File: config.mk
export PLATFORM = sky130hd
export DESIGN_NAME = gated_sixteen_bit_timer
export DESIGN_NICKNAME = d
export VERILOG_FILES = /design/src/logic/edge_sync.v /design/src/logic/gated_sixteen_bit_timer.v
export VERILOG_INCLUDE_DIRS = /design/src /design/src/shared
export SDC_FILE = /design/constraint.sdc
export NUM_CORES = 1
export LEC_CHECK = 0
export BUFFER_PORTS_ARGS = -buffer_cell sky130_fd_sc_hd__buf_2
export CAP_MARGIN = 20
export CORE_MARGIN = 2
export CORE_UTILIZATION = 32
export CTS_CLUSTER_DIAMETER = 30
export DETAILED_ROUTE_END_ITERATION = 10
export GPL_ROUTABILITY_DRIVEN = 0
export GPL_TIMING_DRIVEN = 0
export SLEW_MARGIN = 20
export SYNTH_ARGS = -nofsm -noshare
export SYNTH_HDL_FRONTEND = slang
export SYNTH_SLANG_ARGS = --single-unit
File: constraint.sdc
create_clock -name i_clk -period 3.2 [get_ports i_clk]
set_input_delay 0.32 -clock i_clk [delete_from_list [all_inputs] [get_ports i_clk]]
set_output_delay 0.32 -clock i_clk [all_outputs]
set_load 0.01 [all_outputs]
File: src/shared/timer_one_regs.vh
// Register offsets, field positions, reset values for the gated 16-bit timer
// Included by the timer design files; defines only
`ifndef TIMER_ONE_REGS_VH
`define TIMER_ONE_REGS_VH

// ---------------------------------------------------------------
// Offsets
// ---------------------------------------------------------------
`define ADDR_COUNT_LOW      8'h0e
`define ADDR_COUNT_HIGH     8'h0f
`define ADDR_CONTROL        8'h10
`define ADDR_FLAGS          8'h0c
`define ADDR_ENABLES        8'h8c
`define ADDR_INT_CTRL       8'h0b
`define ADDR_GATE_SEL       8'h1a

// ---------------------------------------------------------------
// Control fields
// ---------------------------------------------------------------
`define CTL_TIMER_ON        0
`define CTL_CLK_SRC         1
`define CTL_SYNC_DIS        2
`define CTL_LP_OSC_EN       3
`define CTL_PRESCALE_LO     4
`define CTL_PRESCALE_HI     5
`define CTL_GATE_EN         6
`define CTL_GATE_INV        7

// ---------------------------------------------------------------
// Other fields and resets
// ---------------------------------------------------------------
`define FLAG_OVERFLOW       0
`define INT_PERIPH_EN       6
`define INT_GLOBAL_EN       7
`define GSEL_SOURCE         0
`define CONTROL_RESET       8'h00
`define COUNT_RESET         16'h0000

`endif
File: src/logic/edge_sync.v
// Two-stage synchroniser with registered rise and fall pulses
// Assumes input from outside the i_clk domain
`timescale 1ns/1ns
`default_nettype none

module edge_sync
(
  input  wire i_clk,
  input  wire i_arst_n,
  input  wire i_async,
  output wire o_level,
  output reg  o_rise,
  output reg  o_fall
);

  reg meta_q;
  reg sync_q;
  reg prev_q;

  assign o_level = sync_q;

  always @(posedge i_clk or negedge i_arst_n)
  begin
    if (!i_arst_n)
    begin
      meta_q <= 1'b0;
      sync_q <= 1'b0;
      prev_q <= 1'b0;
      o_rise <= 1'b0;
      o_fall <= 1'b0;
    end
    else
    begin
      meta_q <= i_async;
      sync_q <= meta_q;
      prev_q <= sync_q;
      o_rise <= sync_q & ~prev_q;
      o_fall <= ~sync_q & prev_q;
    end
  end

endmodule

`default_nettype wire

File: src/logic/gated_sixteen_bit_timer.v
// Gated 16-bit timer/counter with prescaler, gate and overflow interrupt
// Assumes one 100 MHz clock; pins and oscillator are sampled in here
//
// Summary of operation
// - Count upward, wrap, set overflow flag
// - Interrupt needs peripheral, global, overflow enables
// - Timer mode counts each instruction cycle
// - Counter mode counts external rising edges
// - Counter mode synchronous or asynchronous
// - First falling edge precedes any counter mode count
// - Prescaler divides by 1, 2, 4, 8
// - Prescaler hidden, cleared by count writes
// - Gate from pin or comparator two
// - Gating only while gate enable set
// - Gate invert bit flips gate sense
// - Low-power oscillator may clock counter
// - Asynchronous counting continues during sleep, wakes
// - Prescale codes 00,01,10,11 map 1,2,4,8
// - Gate enable ignored while timer off
// - Sync disable still synchronises external clock; only lets it count in sleep
`timescale 1ns/1ns
`default_nettype none
`include "timer_one_regs.vh"

module gated_sixteen_bit_timer
#(
  parameter INSTR_DIV = 4
)
(
  input  wire       i_clk,
  input  wire       i_arst_n,
  input  wire [7:0] i_addr,
  input  wire [7:0] i_wdata,
  input  wire       i_wr,
  input  wire       i_rd,
  output reg  [7:0] o_rdata,
  input  wire       i_external_count_input,
  input  wire       i_gate_pin,
  input  wire       i_comparator_two_output,
  input  wire       i_lp_osc_clk,
  input  wire       i_internal_oscillator_no_clock_output,
  input  wire       i_sleep,
  output wire       o_lp_osc_run,
  output wire       o_wake,
  output wire       o_irq
);

  // ---------------------------------------------------------------
  // Registers
  // ---------------------------------------------------------------
  reg  [7:0]  control_q;
  reg  [15:0] count_q;
  reg  [15:0] count_d;
  reg  [2:0]  prescale_q;
  reg         overflow_flag_q;
  reg         overflow_en_q;
  reg  [1:0]  int_ctrl_q;
  reg         gate_source_select_q;
  reg         armed_q;
  reg  [1:0]  icyc_q;
  reg         wrap;

  wire timer_on     = control_q[`CTL_TIMER_ON];
  wire clk_src      = control_q[`CTL_CLK_SRC];
  wire sync_disable = control_q[`CTL_SYNC_DIS];
  wire lp_osc_en    = control_q[`CTL_LP_OSC_EN];
  wire [1:0] prescale_select = control_q[`CTL_PRESCALE_HI:`CTL_PRESCALE_LO];
  wire gate_enable  = control_q[`CTL_GATE_EN];
  wire gate_invert  = control_q[`CTL_GATE_INV];

  wire wr_low  = i_wr && (i_addr == `ADDR_COUNT_LOW);
  wire wr_high = i_wr && (i_addr == `ADDR_COUNT_HIGH);

  // ---------------------------------------------------------------
  // Pin synchronisers
  // ---------------------------------------------------------------
  wire ext_level;
  wire ext_rise;
  wire ext_fall;
  wire lp_level;
  wire lp_rise;
  wire lp_fall;
  wire gpin_level;
  wire cmp_level;

  // Low-power oscillator used only with internal oscillator, no clock out
  // Oscillator source select
  assign o_lp_osc_run = lp_osc_en && i_internal_oscillator_no_clock_output;
  wire ext_src = o_lp_osc_run ? i_lp_osc_clk : i_external_count_input;

  edge_sync u_ext
  (
    .i_clk    (i_clk),
    .i_arst_n (i_arst_n),
    .i_async  (ext_src),
    .o_level  (ext_level),
    .o_rise   (ext_rise),
    .o_fall   (ext_fall)
  );

  edge_sync u_gpin
  (
    .i_clk    (i_clk),
    .i_arst_n (i_arst_n),
    .i_async  (i_gate_pin),
    .o_level  (gpin_level),
    .o_rise   (),
    .o_fall   ()
  );

  edge_sync u_cmp
  (
    .i_clk    (i_clk),
    .i_arst_n (i_arst_n),
    .i_async  (i_comparator_two_output),
    .o_level  (cmp_level),
    .o_rise   (),
    .o_fall   ()
  );

  assign lp_level = ext_level;
  assign lp_rise  = ext_rise;
  assign lp_fall  = ext_fall;

  // ---------------------------------------------------------------
  // Gate
  // ---------------------------------------------------------------
  // Gate source choice
  wire gate_raw = gate_source_select_q ? cmp_level : gpin_level;
  wire gate_open = gate_invert ? gate_raw : ~gate_raw;
  wire gate_ok = ~(timer_on && gate_enable) | gate_open;

  // ---------------------------------------------------------------
  // Clock tick selection
  // ---------------------------------------------------------------
  // Instruction cycle strobe, one per INSTR_DIV clocks
  wire icyc_tick = (icyc_q == INSTR_DIV[1:0] - 2'd1);

  // Asynchronous mode: edge taken from synchronised level, not gated by sleep
  // Sync or async select
  wire ext_tick = armed_q && lp_rise && (sync_disable || !i_sleep);

  wire src_tick = clk_src ? ext_tick : (icyc_tick && !i_sleep);

  wire pre_tick = timer_on && gate_ok && src_tick;

  reg [2:0] pre_max;
  always @*
  begin
    case (prescale_select)
      2'b00:   pre_max = 3'd0;
      2'b01:   pre_max = 3'd1;
      2'b10:   pre_max = 3'd3;
      default: pre_max = 3'd7;
    endcase
  end

  wire inc = pre_tick && (prescale_q >= pre_max);

  // ---------------------------------------------------------------
  // Counter state
  // ---------------------------------------------------------------
  always @*
  begin
    count_d = count_q;
    wrap    = 1'b0;
    if (wr_low)
      count_d[7:0] = i_wdata;
    else if (wr_high)
      count_d[15:8] = i_wdata;
    else if (inc)
    begin
      count_d = count_q + 16'd1;
      wrap    = (count_q == 16'hffff);
    end
  end

  always @(posedge i_clk or negedge i_arst_n)
  begin
    if (!i_arst_n)
    begin
      count_q    <= `COUNT_RESET;
      prescale_q <= 3'd0;
      armed_q    <= 1'b0;
      icyc_q     <= 2'd0;
    end
    else
    begin
      count_q <= count_d;
      icyc_q  <= icyc_tick ? 2'd0 : icyc_q + 2'd1;
      if (wr_low || wr_high)
        prescale_q <= 3'd0;
      else if (pre_tick)
        prescale_q <= (prescale_q >= pre_max) ? 3'd0 : prescale_q + 3'd1;
      if (!clk_src || !timer_on)
        armed_q <= 1'b0;
      else if (lp_fall || (armed_q == 1'b0 && !lp_level && ext_fall))
        armed_q <= 1'b1;
    end
  end

  // ---------------------------------------------------------------
  // Control and interrupt registers
  // ---------------------------------------------------------------
  always @(posedge i_clk or negedge i_arst_n)
  begin
    if (!i_arst_n)
    begin
      control_q            <= `CONTROL_RESET;
      overflow_flag_q      <= 1'b0;
      overflow_en_q        <= 1'b0;
      int_ctrl_q           <= 2'b00;
      gate_source_select_q <= 1'b0;
    end
    else
    begin
      if (i_wr && i_addr == `ADDR_CONTROL)
        control_q <= i_wdata;
      if (i_wr && i_addr == `ADDR_ENABLES)
        overflow_en_q <= i_wdata[`FLAG_OVERFLOW];
      if (i_wr && i_addr == `ADDR_INT_CTRL)
        int_ctrl_q <= i_wdata[`INT_GLOBAL_EN:`INT_PERIPH_EN];
      if (i_wr && i_addr == `ADDR_GATE_SEL)
        gate_source_select_q <= i_wdata[`GSEL_SOURCE];
      if (wrap)
        overflow_flag_q <= 1'b1;
      else if (i_wr && i_addr == `ADDR_FLAGS && i_wdata[`FLAG_OVERFLOW])
        overflow_flag_q <= 1'b0;
    end
  end

  assign o_irq = overflow_flag_q && overflow_en_q && int_ctrl_q[1] && int_ctrl_q[0];

  assign o_wake = overflow_flag_q && overflow_en_q;

  // ---------------------------------------------------------------
  // Read port
  // ---------------------------------------------------------------
  always @(posedge i_clk or negedge i_arst_n)
  begin
    if (!i_arst_n)
      o_rdata <= 8'h00;
    else if (i_rd)
    begin
      if (i_addr == `ADDR_COUNT_LOW)
        o_rdata <= count_q[7:0];
      else if (i_addr == `ADDR_COUNT_HIGH)
        o_rdata <= count_q[15:8];
      else if (i_addr == `ADDR_CONTROL)
        o_rdata <= control_q;
      else if (i_addr == `ADDR_FLAGS)
        o_rdata <= {7'h00, overflow_flag_q};
      else if (i_addr == `ADDR_ENABLES)
        o_rdata <= {7'h00, overflow_en_q};
      else if (i_addr == `ADDR_INT_CTRL)
        o_rdata <= {int_ctrl_q, 6'h00};
      else if (i_addr == `ADDR_GATE_SEL)
        o_rdata <= {7'h00, gate_source_select_q};
      else
        o_rdata <= 8'h00;
    end
    else
      o_rdata <= 8'h00;
  end

endmodule

`default_nettype wire

==> run metrics <==
fillcell total=846; Leakage=1.506 nW; Max Cap Viol=0; Largest stage delay, worst path=0.42 ns; Max H-tree Level=2; synthesized instance count=270; r2r setup slk=0.75 ns; Slew @ Worst Pin=0.7266 ns; DP Area=0.003174 sq mm; worst clock skew=0.004626 ns; Rel. slew slack=51.35%; GRT Max-Usage Layer=met2; ANT cells=0; Comb power frac=9.6%; part of the power in registers=52.5%; dominant synthesized flop cell=dfrtp_1; Die ar.=0.009731 sq mm; CTS root buf=clkbuf_8; clock-pin slew on the worst setup and hold paths=0.09 ns; post-CTS resize count=0; CP Class=flop to flop; CTS Buf Count=5; Die X=98.65 microns; cell taking the most area after synthesis=dfrtp_1; met2 Use GR=23.60%; Pre-Repair DR Iteration Count=4; layout cells sized above 1=26.69%; crit path DAT=2.62 ns; Setup crit start kind=flop; Layout area overhead=15.23%; Clock Tree Buf Depth=2; Max Clock Freq=407.7 MHz; Critical R2R Launch=control_q[5]$_DFFE_PN0P_; P_sw=0.0003300 W; pwr dens=420.2 mW/mm^2; min cycle time layout=2.453 ns; most frequent cell after synthesis=dfrtp_1; chip height=98.65 microns; setup ws final=0.7470 ns; worst-case vdd ir drop=162.3 uV; Vias/cell=5.566; Final Hold Violating Endpoints=0; first-pass GRT wire length=11.67 mm; Mapped Area=0.002866 sq mm; post-synthesis register bit count=52; vias in the first global route=2168; internal power=0.001058 W; sequential area share after synthesis=45.40%; pin count of the biggest net entering global routing=53; final setup vio count=0; met1 Use GR=21.66%; Synth top cells by count=dfrtp_1 (52), nand2_1 (21), nor2_1 (19); DRC=0; Num Clock Sinks=52; Worst setup endpoint=count_q[0]$_DFFE_PN0P_; sw frac=23.77%; ys async rst share=100.0%; path type of the worst min-delay path=input pin to asynchronous set/reset pin; Slew Limit Fails=0; Worst Path Buf+Inv=2; worst reg-to-reg path cell count=9; PortBufs=34; global router's overall resource usage=15.13%; CTS tree=built; Critical Path Source=control_q[5]$_DFFE_PN0P_; Unique masters post-synth=53; cts hold-fix bufs=0; cell family with most CP delay=compound AO/OA/AOI/OAI gates; Clock power frac=37.9%; critical path cell sequence=or2_2, ha_1, nand2b_1, a31oi_1, buf_2, nor3_4, buf_6, a211oi_1, a311oi_1; Post-CTS Setup Bufs=0; Setup WS pre-CTS=0.7537 ns; gr ovfl total=0; Syn. warnings=0; period utilisation layout=76.66%; CP max stage cell=dfrtp_1; Via Count=2332; First DRT Iteration DRCs=146; drt wl/cell=16.95 microns; initial cell density of the core=32.87%; Post-synth EDFFs=0; Setup TNS=0 ns; initial antenna violation count=0; Clock Latency Late Sink=0.30 ns; met3 GRT Util=2.908%; row count=34; Critical Path Sink Type=flop; Data required, critical path=3.36 ns; Final ANT Viol Nets=0; critical path depth=9; mean post-synth cell area=10.62 sq um; critical path peak fanout=10; Syn Nets=302; Total Wirelength=7.103 mm; capturing point of the worst reg2reg path=count_q[0]$_DFFE_PN0P_; Ports=37; core area=0.008721 sq mm; post-synth top area share=45.40%; RSZ-0062 raised after global routing=false; outcome=finished clean; DP HPWL=5.154 mm; Final #Nets=343; design area=0.003303 sq mm; Synth area leaders=dfrtp_1 (45%), mux2_2 (7.1%), and3_1 (2.8%)
[flip-flops by register name, indices dropped and copies added, names as in the netlist, 2 cells and up]
signal and cells:
icyc_q 2, prescale_q 3, int_ctrl_q 2, o_rdata 8, control_q 8, count_q 16
[how the worst min path moves through the flow]
stage / startpoint / to / slack, ns / depth (start not counted)
finish: i_arst_n / o_rdata[0]$_DFF_PN0_ / 0.04 / 1
global route: i_arst_n / o_rdata[0]$_DFF_PN0_ / 0.1 / 1
CTS: i_arst_n / count_q[10]$_DFFE_PN0P_ / 0.06 / 1
detailed placement: u_ext.meta_q$_DFF_PN0_ / u_ext.o_level$_DFF_PN0_ / 0.34 / 0
global placement: u_gpin.meta_q$_DFF_PN0_ / u_gpin.o_level$_DFF_PN0_ / 0.33 / 0
floorplan: i_arst_n / armed_q$_DFFE_PN0P_ / 0.02 / 0
[through the flow]
step	total power [W]	instances	utilization (%)	hold WS, ns
floorplan	0.0008081	270	-	0.02441
global placement	0.0008706	412	36.37	0.3331
detailed placement	0.0008746	412	36.40	0.3371
CTS	0.001409	419	37.88	0.06456
global route	0.001451	419	37.88	0.09744
finish	0.001388	419	37.88	0.04386
[cell families after synthesis]
group                      Yosys count  synth area share, %
and+or+nand+nor                    112                24.23
adders and majority gates            6                2.619
buffers and inverters               17                3.055
AOI/OAI and AO/OA                   61                16.24
muxes                               22                8.468
DFF                                 52                45.40
[area by class of cell]
type / count / area, sq um / area share, %
Multi-Input combinational cell: 201 / 1478 / 44.73
Sequential cell: 52 / 1301 / 39.39
Timing Repair Buffer: 34 / 172.7 / 5.227
Tap cell: 108 / 135.1 / 4.091
Clock buffer: 5 / 68.82 / 2.083
Buffer: 12 / 68.82 / 2.083
Clock inverter: 2 / 60.06 / 1.818
Inverter: 5 / 18.77 / 0.5682
[metal layers]
metal,vias to the layer above,routed length [microns]
met3,5,444
met1,1153,3228
li1,1097,-
met4,0,76
met2,77,3354
met5,-,0
[power groups by stage]
stage                     combinational, W  clock, W  sequential (W)
after floorplan                  0.0000805         0        0.000728
after global placement            0.000131         0        0.000740
after detailed placement          0.000134         0        0.000741
after CTS                         0.000135  0.000547        0.000727
after global routing              0.000149  0.000568        0.000734
final                             0.000133  0.000526        0.000729
[layout by cell type, fill, tap and decap left out, drive strengths merged, types with 6 or more instances in the layout]
master,n
a211oi,8
a21oi,6
a22oi,7
and3,13
buf,44
clkbuf,7
dfrtp,52
ha,6
mux2,18
nand2,21
nand3,7
nand4,6
nor2,19
nor2b,9
nor3,7
nor4,7
o21ai,8
No activity file was read; power rests on OpenSTA's default activity.
